File: src/asc_regs.vh
// register map, field positions, reset values and timing counts of the converter sequencer
`ifndef ASC_REGS_VH
`define ASC_REGS_VH
`define ASC_MODE_OFF        12'h000
`define ASC_MODE1_OFF       12'h004
`define ASC_CHAN_OFF        12'h008
`define ASC_PORTCFG_OFF     12'h00C
`define ASC_REFCTL_OFF      12'h010
`define ASC_RESULT_OFF      12'h014
`define ASC_RESULTH_OFF     12'h018
`define ASC_STATUS_OFF      12'h01C
`define ASC_MASK_OFF        12'h020
`define ASC_PERIPH_OFF      12'h024
// converter_mode_reg fields
`define ASC_MODE_START      7
`define ASC_MODE_SCM        6
`define ASC_MODE_FR_HI      5
`define ASC_MODE_FR_LO      3
`define ASC_MODE_LV1        2
`define ASC_MODE_LV0        1
`define ASC_MODE_ENABLE     0
// mode register 1 fields
`define ASC_MODE1_TMD       7
`define ASC_MODE1_TRS       0
// peripheral_enable_reg field
`define ASC_PERIPH_CLKGATE  5
// ref_voltage_ctrl_reg fields
`define ASC_REF_GATE        1
`define ASC_REF_ON          0
// status fields
`define ASC_ST_DONE         0
`define ASC_ST_ABORT        1
`define ASC_ST_BITS         2
`define ASC_RESET_VAL       8'h00
// timing: first conversion after start takes extra stabilisation cycles
`define ASC_FIRST_EXTRA_NS  500
`define ASC_CLK_NS          5
// extra ns rounded up to whole clocks; sized so it adds cleanly to a 16-bit count
`define ASC_FIRST_EXTRA_CYC 16'd100
// base conversion cycles at conv_time_field code 0; each code step doubles the count
`define ASC_CONV_BASE_CYC   64
`endif

File: src/asc_result_mem.v
// result holding register pair with deferred write when a read collides
`timescale 1ns/1ps
module asc_result_mem #(
  parameter DW = 12
) (
  // clock and reset
  input  wire          pclk,
  input  wire          presetn,
  // write side
  input  wire          wr_en,
  input  wire [DW-1:0] wr_data,
  input  wire          rd_busy,
  // read side
  output reg  [DW-1:0] rd_data
);
  reg          pend;
  reg [DW-1:0] pend_data;

  // a read in progress holds off the store until rd_busy drops so the old value is served
  always @(posedge pclk or negedge presetn)
  begin
    if (!presetn)
    begin
      rd_data   <= {DW{1'b0}};
      pend      <= 1'b0;
      pend_data <= {DW{1'b0}};
    end
    else if (wr_en && rd_busy)
    begin
      pend      <= 1'b1;
      pend_data <= wr_data;
    end
    else if (wr_en)
    begin
      rd_data <= wr_data;
      pend    <= 1'b0;
    end
    else if (pend && !rd_busy)
    begin
      rd_data <= pend_data;
      pend    <= 1'b0;
    end
  end
endmodule

File: src/asc_seq.v
// converter sequencing control with apb register file and done interrupt
`timescale 1ns/1ps
`include "asc_regs.vh"
module asc_seq #(
  parameter DW = 12
) (
  // apb
  input  wire          pclk,
  input  wire          presetn,
  input  wire          psel,
  input  wire          penable,
  input  wire          pwrite,
  input  wire [11:0]   paddr,
  input  wire [31:0]   pwdata,
  output reg  [31:0]   prdata,
  output wire          pready,
  output wire          pslverr,
  // analog core and timer
  input  wire          timer_trig,
  input  wire [DW-1:0] core_data,
  output wire          core_sample,
  output wire [3:0]    core_channel,
  output wire          core_enable,
  // interrupt
  output wire          conversion_done_irq
);
  localparam S_IDLE = 2'd0;
  localparam S_CONV = 2'd1;

  reg [7:0]  converter_mode_reg;
  reg [7:0]  mode1_reg;
  reg [3:0]  channel_select_field;
  reg [4:0]  port_config_reg;
  reg [7:0]  ref_voltage_ctrl_reg;
  reg [7:0]  peripheral_enable_reg;
  reg [`ASC_ST_BITS-1:0] status;
  reg [`ASC_ST_BITS-1:0] mask;
  reg [1:0]  state;
  reg [15:0] cnt;
  reg [3:0]  active_ch;
  reg        first_conv;
  wire [DW-1:0] result_q;

  wire wr  = psel && penable && pwrite;
  wire rd  = psel && penable && !pwrite;
  wire gate = peripheral_enable_reg[`ASC_PERIPH_CLKGATE];
  wire start_bit = converter_mode_reg[`ASC_MODE_START];
  wire single = converter_mode_reg[`ASC_MODE_SCM];
  wire tmd = mode1_reg[`ASC_MODE1_TMD];

  function hit;
    input [11:0] a;
    input [11:0] off;
    begin
      hit = (a == off);
    end
  endfunction

  // conversion length from time code and voltage mode
  function [15:0] conv_len;
    input [2:0] fr;
    input [1:0] lv;
    begin
      conv_len = (16'd`ASC_CONV_BASE_CYC << fr) + {12'd0, lv, 2'd0};
    end
  endfunction

  wire w_mode  = wr && gate && hit(paddr, `ASC_MODE_OFF);
  wire w_mode1 = wr && gate && hit(paddr, `ASC_MODE1_OFF);
  wire w_chan  = wr && gate && hit(paddr, `ASC_CHAN_OFF);
  wire w_port  = wr && gate && hit(paddr, `ASC_PORTCFG_OFF);
  wire ctl_wr  = w_mode || w_chan || w_port;
  wire rd_res  = rd && (hit(paddr, `ASC_RESULT_OFF) || hit(paddr, `ASC_RESULTH_OFF));

  wire [15:0] len = conv_len(converter_mode_reg[`ASC_MODE_FR_HI:`ASC_MODE_FR_LO],
                    {converter_mode_reg[`ASC_MODE_LV1], converter_mode_reg[`ASC_MODE_LV0]});
  wire finishing = (state == S_CONV) && (cnt == 16'd1);
  wire done_ok   = finishing && !ctl_wr;
  wire new_start = w_mode && pwdata[`ASC_MODE_START];
  wire chan_abort = w_chan && !(tmd && single);
  wire trig_go    = tmd && timer_trig && gate;

  assign pready  = 1'b1;
  assign pslverr = 1'b0;
  assign core_sample  = (state == S_CONV);
  assign core_channel = active_ch;
  assign core_enable  = converter_mode_reg[`ASC_MODE_ENABLE];
  assign conversion_done_irq = |(status & mask);

  // sequencer
  always @(posedge pclk or negedge presetn)
  begin
    if (!presetn)
    begin
      state      <= S_IDLE;
      cnt        <= 16'h0000;
      active_ch  <= 4'h0;
      first_conv <= 1'b0;
    end
    else if (!gate || (w_mode && !pwdata[`ASC_MODE_START]))
    begin
      state <= S_IDLE;
      cnt   <= 16'h0000;
    end
    else
    begin
      case (state)
        S_IDLE:
        begin
          if (new_start || trig_go)
          begin
            state      <= S_CONV;
            active_ch  <= channel_select_field;
            first_conv <= 1'b1;
            cnt        <= len + `ASC_FIRST_EXTRA_CYC;
          end
        end
        S_CONV:
        begin
          if (new_start || trig_go)
          begin
            active_ch <= channel_select_field;
            cnt       <= len + `ASC_FIRST_EXTRA_CYC;
          end
          else if (chan_abort)
          begin
            active_ch  <= pwdata[3:0];
            first_conv <= 1'b0;
            cnt        <= len;
          end
          else if (finishing)
          begin
            first_conv <= 1'b0;
            if (single)
              state <= S_IDLE;
            else
            begin
              active_ch <= channel_select_field;
              cnt       <= len;
            end
          end
          else
            cnt <= cnt - 16'd1;
        end
        default:
          state <= S_IDLE;
      endcase
    end
  end

  // registers
  always @(posedge pclk or negedge presetn)
  begin
    if (!presetn)
    begin
      converter_mode_reg    <= `ASC_RESET_VAL;
      mode1_reg             <= `ASC_RESET_VAL;
      channel_select_field  <= 4'h0;
      port_config_reg       <= 5'h00;
      ref_voltage_ctrl_reg  <= `ASC_RESET_VAL;
      peripheral_enable_reg <= `ASC_RESET_VAL;
      status                <= {`ASC_ST_BITS{1'b0}};
      mask                  <= {`ASC_ST_BITS{1'b0}};
    end
    else
    begin
      if (wr && hit(paddr, `ASC_PERIPH_OFF))
        peripheral_enable_reg <= pwdata[7:0];
      if (w_mode)
        converter_mode_reg <= pwdata[7:0];
      else if (trig_go)
        converter_mode_reg[`ASC_MODE_START] <= 1'b1;
      else if (done_ok && single)
        converter_mode_reg[`ASC_MODE_START] <= 1'b0;
      if (w_mode1)
        mode1_reg <= pwdata[7:0];
      if (w_chan)
        channel_select_field <= pwdata[3:0];
      if (w_port)
        port_config_reg <= pwdata[4:0];
      if (wr && gate && hit(paddr, `ASC_REFCTL_OFF))
        ref_voltage_ctrl_reg <= pwdata[7:0];
      if (wr && gate && hit(paddr, `ASC_MASK_OFF))
        mask <= pwdata[`ASC_ST_BITS-1:0];
      // set wins over write-one-to-clear
      status[`ASC_ST_DONE] <= done_ok ||
        (status[`ASC_ST_DONE] && !(wr && hit(paddr, `ASC_STATUS_OFF) && pwdata[0]));
      status[`ASC_ST_ABORT] <= (finishing && ctl_wr) ||
        (status[`ASC_ST_ABORT] && !(wr && hit(paddr, `ASC_STATUS_OFF) && pwdata[1]));
    end
  end

  asc_result_mem #(
    .DW (DW)
  ) u_res (
    .pclk    (pclk),
    .presetn (presetn),
    .wr_en   (done_ok),
    .wr_data (core_data),
    .rd_busy (rd_res),
    .rd_data (result_q)
  );

  // read mux; a disabled gate reads reset values from all but peripheral_enable_reg
  always @*
  begin
    prdata = 32'h0000_0000;
    if (rd)
    begin
      if (hit(paddr, `ASC_PERIPH_OFF))
        prdata = {24'h000000, peripheral_enable_reg};
      else if (gate)
      begin
        if (hit(paddr, `ASC_MODE_OFF))
          prdata = {24'h000000, converter_mode_reg};
        else if (hit(paddr, `ASC_MODE1_OFF))
          prdata = {24'h000000, mode1_reg};
        else if (hit(paddr, `ASC_CHAN_OFF))
          prdata = {28'h0000000, channel_select_field};
        else if (hit(paddr, `ASC_PORTCFG_OFF))
          prdata = {27'h0000000, port_config_reg};
        else if (hit(paddr, `ASC_REFCTL_OFF))
          prdata = {24'h000000, ref_voltage_ctrl_reg};
        else if (hit(paddr, `ASC_RESULT_OFF))
          prdata = {20'h00000, result_q};
        else if (hit(paddr, `ASC_RESULTH_OFF))
          prdata = {24'h000000, result_q[DW-1:DW-8]};
        else if (hit(paddr, `ASC_STATUS_OFF))
          prdata = {30'h00000000, status};
        else if (hit(paddr, `ASC_MASK_OFF))
          prdata = {30'h00000000, mask};
      end
    end
  end
endmodule

File: config.mk
export PLATFORM = sky130hd
export DESIGN_NAME = asc_seq
export DESIGN_NICKNAME = d
export VERILOG_FILES = /design/src/asc_result_mem.v /design/src/asc_seq.v
export VERILOG_INCLUDE_DIRS = /design/src /design/src/src
export SDC_FILE = /design/constraint.sdc
export NUM_CORES = 1
export LEC_CHECK = 0
export BUFFER_PORTS_ARGS = -buffer_cell sky130_fd_sc_hd__buf_2
export CORE_ASPECT_RATIO = 2
export CORE_MARGIN = 5
export CORE_UTILIZATION = 40
export DETAILED_ROUTE_END_ITERATION = 7
export HOLD_SLACK_MARGIN = 0.03
export PLACE_DENSITY = 0.57
export SLEW_MARGIN = 40
export SYNTH_ARGS = -nofsm -noshare
export SYNTH_HDL_FRONTEND = slang
export SYNTH_SLANG_ARGS = --single-unit
File: constraint.sdc
create_clock -name pclk -period 2.5 [get_ports pclk]
set_input_delay 0 -clock pclk [delete_from_list [all_inputs] [get_ports pclk]]
set_output_delay 0 -clock pclk [all_outputs]
set_load 0.02 [all_outputs]
# Word-level counts from Yosys, hierarchy flattened
# Cells that the tools add are included.
# word_totals
ff_bits,92
latchBits,0
ram_bits,0
romBits,0
inputBits,62
word_cells,138
mem_count,0
# op_classes
n_addsub,3
mul,0
div,0
magnitude_cmp,0
n_eq_ne,20
shift,1
mux,40
n_bitwise,3
reduce_logical,56
# ops
op,count
$mux W12,11
$mux W16,6
$eq A12 B5 Y1 const B,4
$pmux W16 S2,1
$logic_and A1 B1 Y1,29
$eq A12 B4 Y1 const B,2
$eq A12 B6 Y1 const B,2
$mux W4,5
$add A16 B4 Y16,1
$add A16 B7 Y16 const B,1
$eq A16 B1 Y1 const B,1
$mux W2,8
$shl A7 B3 Y16 const A,1
$sub A16 B1 Y16 const B,1
$eq A12 B3 Y1 const B,1
$logic_not A12 Y1,1
$reduce_and A5 Y1,2
$reduce_bool A3 Y1,3
$logic_not A1 Y1,8
$mux W8,1
$pmux W4 S2,1
$logic_or A1 B1 Y1,7
$mux W1,6
$ne A3 B1 Y1 const B,2
other kinds (15),18

# Longest topological paths before layout
# Gate-level depths: netlist of run 1.
# logic_depth
ltp_word,13
ltp_mapped,12

# Modules after synthesis
# Synthesis of run 1 repeated with hierarchy kept, for this count alone.
# unflattened
hier_cells,560
area_unflattened_um2,5464.0
# by_module_without_submodules
mod,instances,cells_each,area_each_um2,seq_area_each_um2
asc_seq,1,475,4374.2,1651.6
asc_result_mem,1,85,1089.8,625.6

# Worst setup path before layout of run 1
# Ideal clock, no wire load.
# synth_path
path_type,register to register
startpoint,register cnt[4]
endpoint,register cnt[7]
setup_ns,0.121
t_arrival_ns,2.110
required_time_ns,2.379
path_slack_ns,0.269
path_stages_with_launch,11
path_buffers,2
period_less_slack_ns,2.231
path_cell_list,dfrtp_1 or3_4 nor4_4 o2111ai_1 a21oi_1 and2_1 buf_6 or2_1 buf_6 inv_4 a22o_1
# synth_between
elab_chain_len,7
word_cells_on_any_way,10
cone_classes,add/sub: 1; eq/ne: 2; mux: 5; reduce/logical: 2
# synth_rtl
element,line_no,text
from (decl),asc_seq.v:39,reg [15:0] cnt;
from (signal assigned),asc_seq.v:115,cnt <= len + `ASC_FIRST_EXTRA_CYC;
from (signal assigned),asc_seq.v:123,cnt <= len + `ASC_FIRST_EXTRA_CYC;
from (signal assigned),asc_seq.v:129,cnt <= len;
branches (longest 7 deep; another with $sub A16 B1 Y16),-,
# Several ways; the timed one is not identified.
# A chain may end at the register's enable or synchronous reset.

# Final worst setup path of run 1
# layout_path
startpoint,register cnt[7]
endpoint,register u_res.pend_data[10]
# layout_between
elab_chain_len,4
# layout_rtl
element,line_no,text
$eq A16 B1 Y1,asc_seq.v:77,wire finishing = (state == S_CONV) && (cnt == 16'd1);
$logic_and A1 B1 Y1,asc_seq.v:77,
$logic_and A1 B1 Y1,asc_seq.v:78,wire done_ok = finishing && !ctl_wr;
$logic_and A1 B1 Y1,asc_result_mem.v:28,else if (wr_en && rd_busy)
to (signal assigned),asc_result_mem.v:26,pend_data <= {DW{1'b0}};
to (signal assigned),asc_result_mem.v:31,pend_data <= wr_data;
to (decl),asc_result_mem.v:17,reg [DW-1:0] pend_data;
# No other way between the ends.

==> flow_metrics.py, run 1 <==
metrics = {
    "power": {
        "internal_power_uw": 2244,
        "leakage_uw": 0.002998,
        "powerDensity_mw_per_mm2": 470.9,
        "p_seq_share_pct": 49.5,
        "ir_drop_mv": 0.3765,
        "finalPower_uw": 3009,
        "combPwrFrac_pct": 7.9,
        "p_clk_share_pct": 42.5,
        "switchingPower_uw": 765.2,
        "swShare_pct": 25.43,
    },
    "synth": {
        "yosysTopAreaCellShare_pct": 42.89,
        "yosysSeqAreaShare_pct": 42.89,
        "syn_area_mm2": 0.005309,
        "synth_async_sr_flop_share_pct": 100.0,
        "yosysWarnings": 0,
        "synth_ff_type": "dfrtp_1",
        "ys_top_cells_by_area": "dfrtp_1 43%, mux2_2 10%, nand2_1 5.7%",
        "synthCells": 567,
        "synth_edf_count": 0,
        "ys_types": 65,
        "yosysTopAreaCell": "dfrtp_1",
        "yosys-top-cells-count": "91 x dfrtp_1, 80 x nand2_1, 47 x mux2_2",
        "synth_seq_cells": 91,
        "yosysMostFrequentCell": "dfrtp_1",
        "synth_area_per_cell_um2": 9.363,
    },
    "min_path": {
        "hold_path.class": "input pin to flip-flop",
        "hp-start": "paddr[6]",
        "min_to": "status[1]",
        "worstHoldPathCells": 4,
    },
    "timing": {
        "finalCriticalPeriod_ns": 2.408,
        "finClkSkew_ns": 0.005900,
        "rsz0062_at_grt": "false",
        "hold_viol_final": 0,
        "worstMarginPinSlew_ns": 0.7270,
        "tns_ns": 0,
        "drv_slew": 0,
        "fmax_ghz": 0.4153,
        "setup_viol": 0,
        "fin_crit_sh_pct": 96.31,
        "relSlewSlack_pct": 51.53,
    },
    "clock_tree": {
        "cts_setup_buffers": 0,
        "cts_buffers": 9,
        "clock_sinks": 91,
        "cts_tree": "built",
        "clock-root-buffer": "clkbuf_16",
        "path_clk_slew_ns": 0.07,
        "clockBufferDepth": 2,
        "clk_latency_ns": 0.34,
        "htreeDepth": 3,
    },
    "worst_setup_path": {
        "worstReg2RegEnd": "u_res.pend_data[10]",
        "r2r_start": "cnt[7]",
        "critPathKind": "flip-flop to flip-flop",
        "reg2reg_slack_ns": 0.09,
        "critPathRequiredTime_ns": 2.73,
        "worst_setup_path_start_kind": "flip-flop",
        "rr_worst_depth": 6,
        "cp_max_fo": 12,
        "worstSetupEndpointType": "flip-flop",
        "cp.arrival_ns": 2.64,
    },
    "layout": {
        "diodes": 0,
        "nets": 731,
        "drive_gt1_share_pct": 26.38,
        "final_area_mm2": 0.006390,
        "n_fill_cell": 1245,
        "reg_top3": "cnt x16, u_res.pend_data x12, u_res.rd_data x12",
        "regMostFlops": "cnt",
        "synthToLayoutAreaGrowth_pct": 20.36,
        "largest_reg_flops": 16,
    },
    "drt": {
        "vias_per_cell": 5.637,
        "finalWirelength_mm": 15.78,
        "drtIter0Drc": 259,
        "wl_per_cell_um": 19.18,
        "firstDrtPassIters": 5,
        "ant_nets": 0,
        "drc": 0,
        "vias": 4639,
    },
    "global_routing": {
        "antenna_found_initial": 0,
        "track_usage_pct": 20.03,
        "grt_pass1_wl_mm": 25.23,
        "grt_overflow_total": 0,
        "grt_max_degree": 53,
        "grt_pass1_vias": 4865,
    },
    "die": {
        "die_area_mm2": 0.01582,
        "io_pins": 103,
        "start_util_pct": 40.86,
        "core-area_mm2": 0.01299,
        "die_w_um": 91.46,
        "die_h_um": 172.9,
        "rows": 59,
    },
    "job": {
        "maxCapViolCount": 0,
    },
    "placement": {
        "dpl_cell_area_mm2": 0.005889,
        "port_buffers": 56,
        "gp_congestion": 0.9321,
        "dp_hpwl_mm": 12.36,
    },
    "status": {
        "status": "completed",
    },
}
## what timing repair did
action                                  in CTS  in global routing
hold buffers                                21                  0
endpoints found under the hold margin      105                  0
endpoints found under the setup margin       0                 24
resized for setup                            0                  1
## critical path: stages (launching register included)
cell	delay (ns)
dfrtp_1	0.45
or3_1	0.43
nor4_4	0.34
nand3_1	0.24
nor3_2	0.24
buf_4	0.23
mux2_2	0.35
## cells in the final DEF (no fill, tap or decap), types with 21 or more instances in the layout
cell,instances
a21oi_1,33
buf_2,55
buf_4,41
conb_1,22
dfrtp_1,91
dlygate4sd3_1,21
mux2_2,47
nand2_1,80
nor2_1,45
o21ai_0,39
## kinds of logic (layout without fill, tap and decap cells)
group                    after synthesis  in the layout  synth area share [%]
AND/OR/NAND/NOR                      212            212                 20.01
AO/OA/AOI/OAI                        133            133                 16.22
other                                  2             22                0.1415
buffers and inverters                 60            144                 6.481
adder cells (fa/ha/maj)                3              3                0.7071
flip-flops                            91             91                 42.89
multiplexers                          65             65                 13.39
XOR/XNOR                               1              1                0.1650
## metrics by stage
stage | cells | hold WS (ns) | utilization (%) | setup slack (ns)
global route | 823 | 0.1630 | 49.18 | 0.04740
finish | 823 | 0.1509 | 49.18 | 0.09221
global placement | 786 | 0.09148 | 45.33 | 0.1235
detailed placement | 786 | 0.09455 | 45.33 | 0.07520
CTS | 823 | 0.1315 | 49.08 | 0.04575
floorplan | 587 | -0.2956 | - | 0.2690
## worst max path at each step
stage               startpoint             endpoint  cells past startpoint
floorplan               cnt[4]               cnt[7]                     10
global placement       cnt[12]    u_res.rd_data[11]                      7
detailed placement     cnt[12]     u_res.rd_data[8]                      7
CTS                    cnt[12]     u_res.rd_data[3]                      7
global route            cnt[7]              cnt[12]                      8
finish                  cnt[7]  u_res.pend_data[10]                      6
## area by class of cell
class | count | area, um^2 | area share (%)
multi-input combinational | 436 | 2776 | 43.45
tap | 152 | 190.2 | 2.976
sequential | 91 | 2277 | 35.64
clock buffer | 9 | 225.2 | 3.525
timing repair buffer | 119 | 833.3 | 13.04
inverter | 9 | 36.28 | 0.5678
clock inverter | 7 | 51.30 | 0.8028
## power by group through the flow
stage	registers [uW]	clock network [uW]	logic, uW
detailed placement	1520	0	213
global route	1490	1370	262
floorplan	1520	0	123
CTS	1490	1310	239
global placement	1520	0	209
finish	1490	1280	239
## per-layer routing
layer | global-route usage (%) | vias to the layer above | share of wire, %
li1 | - | 2188 | -
met2 | 37.08 | 160 | 55
met1 | 20.24 | 2233 | 35
met3 | 3.261 | 58 | 4.1
met4 | 12.12 | 0 | 6.5
met5 | 0 | - | 0
No activity file was read; power rests on OpenSTA's default activity.
==> run 2, diff against run 1 <==
--- a/constraint.sdc
+++ b/constraint.sdc
@@ -3,2 +3,2 @@
 set_output_delay 0 -clock pclk [all_outputs]
-set_load 0.02 [all_outputs]
+set_load 0.01 [all_outputs]
==> run 2 against run 1 <==
Effect of this change: power increased by 5.6%; count of clock-buffer cells in the layout unchanged; core utilization increased by 0.29 points; register-to-register slack improved by 0.07 ns; critical endpoint is now u_res.pend_data[4]; flip-flop and latch count unchanged; highest routed layer unchanged; global-route usage increased by 0.29 points; setup slack improved by 0.071 ns; clock skew decreased by 0.00098 ns.
==> flow_metrics.py, run 2 (same netlist as run 1, synthesis figures left out) <==
metrics = {
    "power": {
        "internal_power_uw": 2439,
        "switchingPower_uw": 738.2,
        "p_clk_share_pct": 46.0,
        "leakage_uw": 0.003018,
        "swShare_pct": 23.24,
        "combPwrFrac_pct": 7.1,
        "p_seq_share_pct": 46.9,
        "ir_drop_mv": 0.3691,
        "powerDensity_mw_per_mm2": 494.3,
    },
    "timing": {
        "drv_slew": 0,
        "finalCriticalPeriod_ns": 2.337,
        "relSlewSlack_pct": 46.54,
        "fmax_ghz": 0.4279,
        "rsz0062_at_grt": "false",
        "tns_ns": 0,
        "fin_crit_sh_pct": 93.47,
        "finClkSkew_ns": 0.004917,
        "setup_viol": 0,
        "hold_viol_final": 0,
        "worstMarginPinSlew_ns": 0.8018,
    },
    "clock_tree": {
        "htreeDepth": 3,
        "clock_sinks": 91,
        "path_clk_slew_ns": 0.06,
        "cts_setup_buffers": 0,
        "clockBufferDepth": 2,
        "clk_latency_ns": 0.35,
        "cts_buffers": 9,
        "cts_tree": "built",
        "clock-root-buffer": "clkbuf_16",
    },
    "drt": {
        "vias_per_cell": 5.606,
        "drtIter0Drc": 284,
        "ant_nets": 0,
        "wl_per_cell_um": 19.24,
        "vias": 4614,
        "drc": 0,
        "firstDrtPassIters": 4,
        "finalWirelength_mm": 15.84,
    },
    "worst_setup_path": {
        "critPathRequiredTime_ns": 2.73,
        "worst_setup_path_start_kind": "flip-flop",
        "path_buf_inv": 1,
        "max_stage_delay_ns": 0.43,
        "cp_max_fo": 12,
        "cp.arrival_ns": 2.57,
        "crit_path_top_delay_cell": "or3_4",
        "cp_top_family": "simple AND/OR/NAND/NOR gates",
        "cp_cell_sequence": "or3_4 > nor4_4 > nand3_1 > nor3_2 > buf_4 > mux2_2",
        "critPathKind": "flip-flop to flip-flop",
        "worstSetupEndpointType": "flip-flop",
    },
    "global_routing": {
        "antenna_found_initial": 0,
        "grt_pass1_wl_mm": 25.43,
        "grt_overflow_total": 0,
        "grt_max_degree": 53,
        "use_met3_pct": 3.652,
        "grt_use_met1_pct": 20.60,
        "grt_use_met2_pct": 38.61,
        "grt_pass1_vias": 4860,
        "grt-busiest-layer": "met2",
        "track_usage_pct": 20.33,
    },
    "die": {
        "start_util_pct": 40.86,
        "rows": 59,
        "core-area_mm2": 0.01299,
        "die_h_um": 172.9,
        "die_w_um": 91.46,
        "die_area_mm2": 0.01582,
        "io_pins": 103,
    },
    "layout": {
        "diodes": 0,
        "layout_common_cells": "91 x dfrtp_1, 80 x nand2_1, 55 x buf_2, 47 x mux2_2, 45 x nor2_1",
        "regMostFlops": "cnt",
        "reg_top3": "cnt x16, u_res.pend_data x12, u_res.rd_data x12",
        "synthToLayoutAreaGrowth_pct": 21.07,
        "nets": 731,
        "seqCellArea_mm2": 0.002277,
        "final_common_cell": "dfrtp_1",
        "multi_input_area_mm2": 0.002774,
        "drive_gt1_share_pct": 26.53,
        "largest_reg_flops": 16,
        "final_area_mm2": 0.006427,
        "n_fill_cell": 1269,
    },
    "job": {
        "maxCapViolCount": 0,
    },
    "placement": {
        "dp_hpwl_mm": 12.33,
        "dpl_cell_area_mm2": 0.005889,
        "gp_congestion": 0.9293,
        "port_buffers": 56,
    },
    "min_path": {
        "hold_path.class": "input pin to flip-flop",
    },
    "status": {
        "status": "completed",
    },
}
[run 2: changes by cell type in the layout (fill, tap and decap cells not counted)]
cell / previous run / this run
o21ai_2: 0 / 1
or3_4: 1 / 2
inv_6: 2 / 1
clkinv_2: 2 / 3
bufinv_16: 0 / 2
clkinv_4: 1 / 0
clkinvlp_4: 2 / 1
or3_1: 5 / 4
o21ai_4: 1 / 0
[run 2: power groups by stage]
stage / clock (uW) / sequential (uW) / combinational (uW)
3_3_place_gp: 0 / 1520 / 195
4_1_cts: 1500 / 1490 / 224
6_report: 1460 / 1490 / 224
3_5_place_dp: 0 / 1520 / 198
2_1_floorplan: 0 / 1520 / 108
5_1_grt: 1550 / 1490 / 249
[run 2: layout make-up]
| class | count | area share (%) |
|---|---|---|
| Multi-Input combinational cell | 436 | 43.16 |
| Clock buffer | 9 | 3.504 |
| Clock inverter | 7 | 1.421 |
| Tap cell | 152 | 2.959 |
| Inverter | 9 | 0.5645 |
| Sequential cell | 91 | 35.43 |
| Timing Repair Buffer | 119 | 12.96 |
[run 2: timing repair]
action | 4_1_cts | 5_1_grt
hold endpoints to repair | 106 | 0
endpoints found under the setup margin | 0 | 21
hold buffers | 21 | 0
gates resized for setup | 0 | 2
[run 2: stage by stage]
stage / hold WS, ns / setup WS (ns) / power [uW] / utilization (%) / std cells
floorplan: -0.2956 / 0.2690 / 1623 / - / 587
global placement: 0.09279 / 0.1206 / 1713 / 45.33 / 786
detailed placement: 0.09142 / 0.08307 / 1717 / 45.33 / 786
CTS: 0.1190 / 0.05477 / 3214 / 49.38 / 823
global route: 0.1493 / 0.02376 / 3294 / 49.47 / 823
finish: 0.1566 / 0.1632 / 3177 / 49.47 / 823
[run 2: layer usage]
layer  part of all wire (%)  up-vias  wire (um)
met5                      0        -          0
met1                     35     2242       5475
met3                    4.4       40        696
met4                    4.0        0        628
met2                     57      146       9035
li1                       -     2186          -
[run 2: worst paths after layout]
kind	from	to	slack, ns	cells past startpoint
hold reg to reg	u_res.rd_data[1]	u_res.rd_data[1]	0.49	2
max in group asynchronous	presetn	u_res.pend_data[2]	1.49	3
hold / removal	paddr[6]	status[1]	0.16	4
setup / recovery	cnt[6]	u_res.pend_data[4]	0.16	6
min in group asynchronous	presetn	core_channel[1]	0.23	2
setup reg to reg	cnt[6]	u_res.pend_data[4]	0.16	6
[run 2: tightest hold or removal path: stages]
cell	delay, ns
buf_2	0.13
nor4_4	0.07
nand4_1	0.18
o31ai_1	0.08
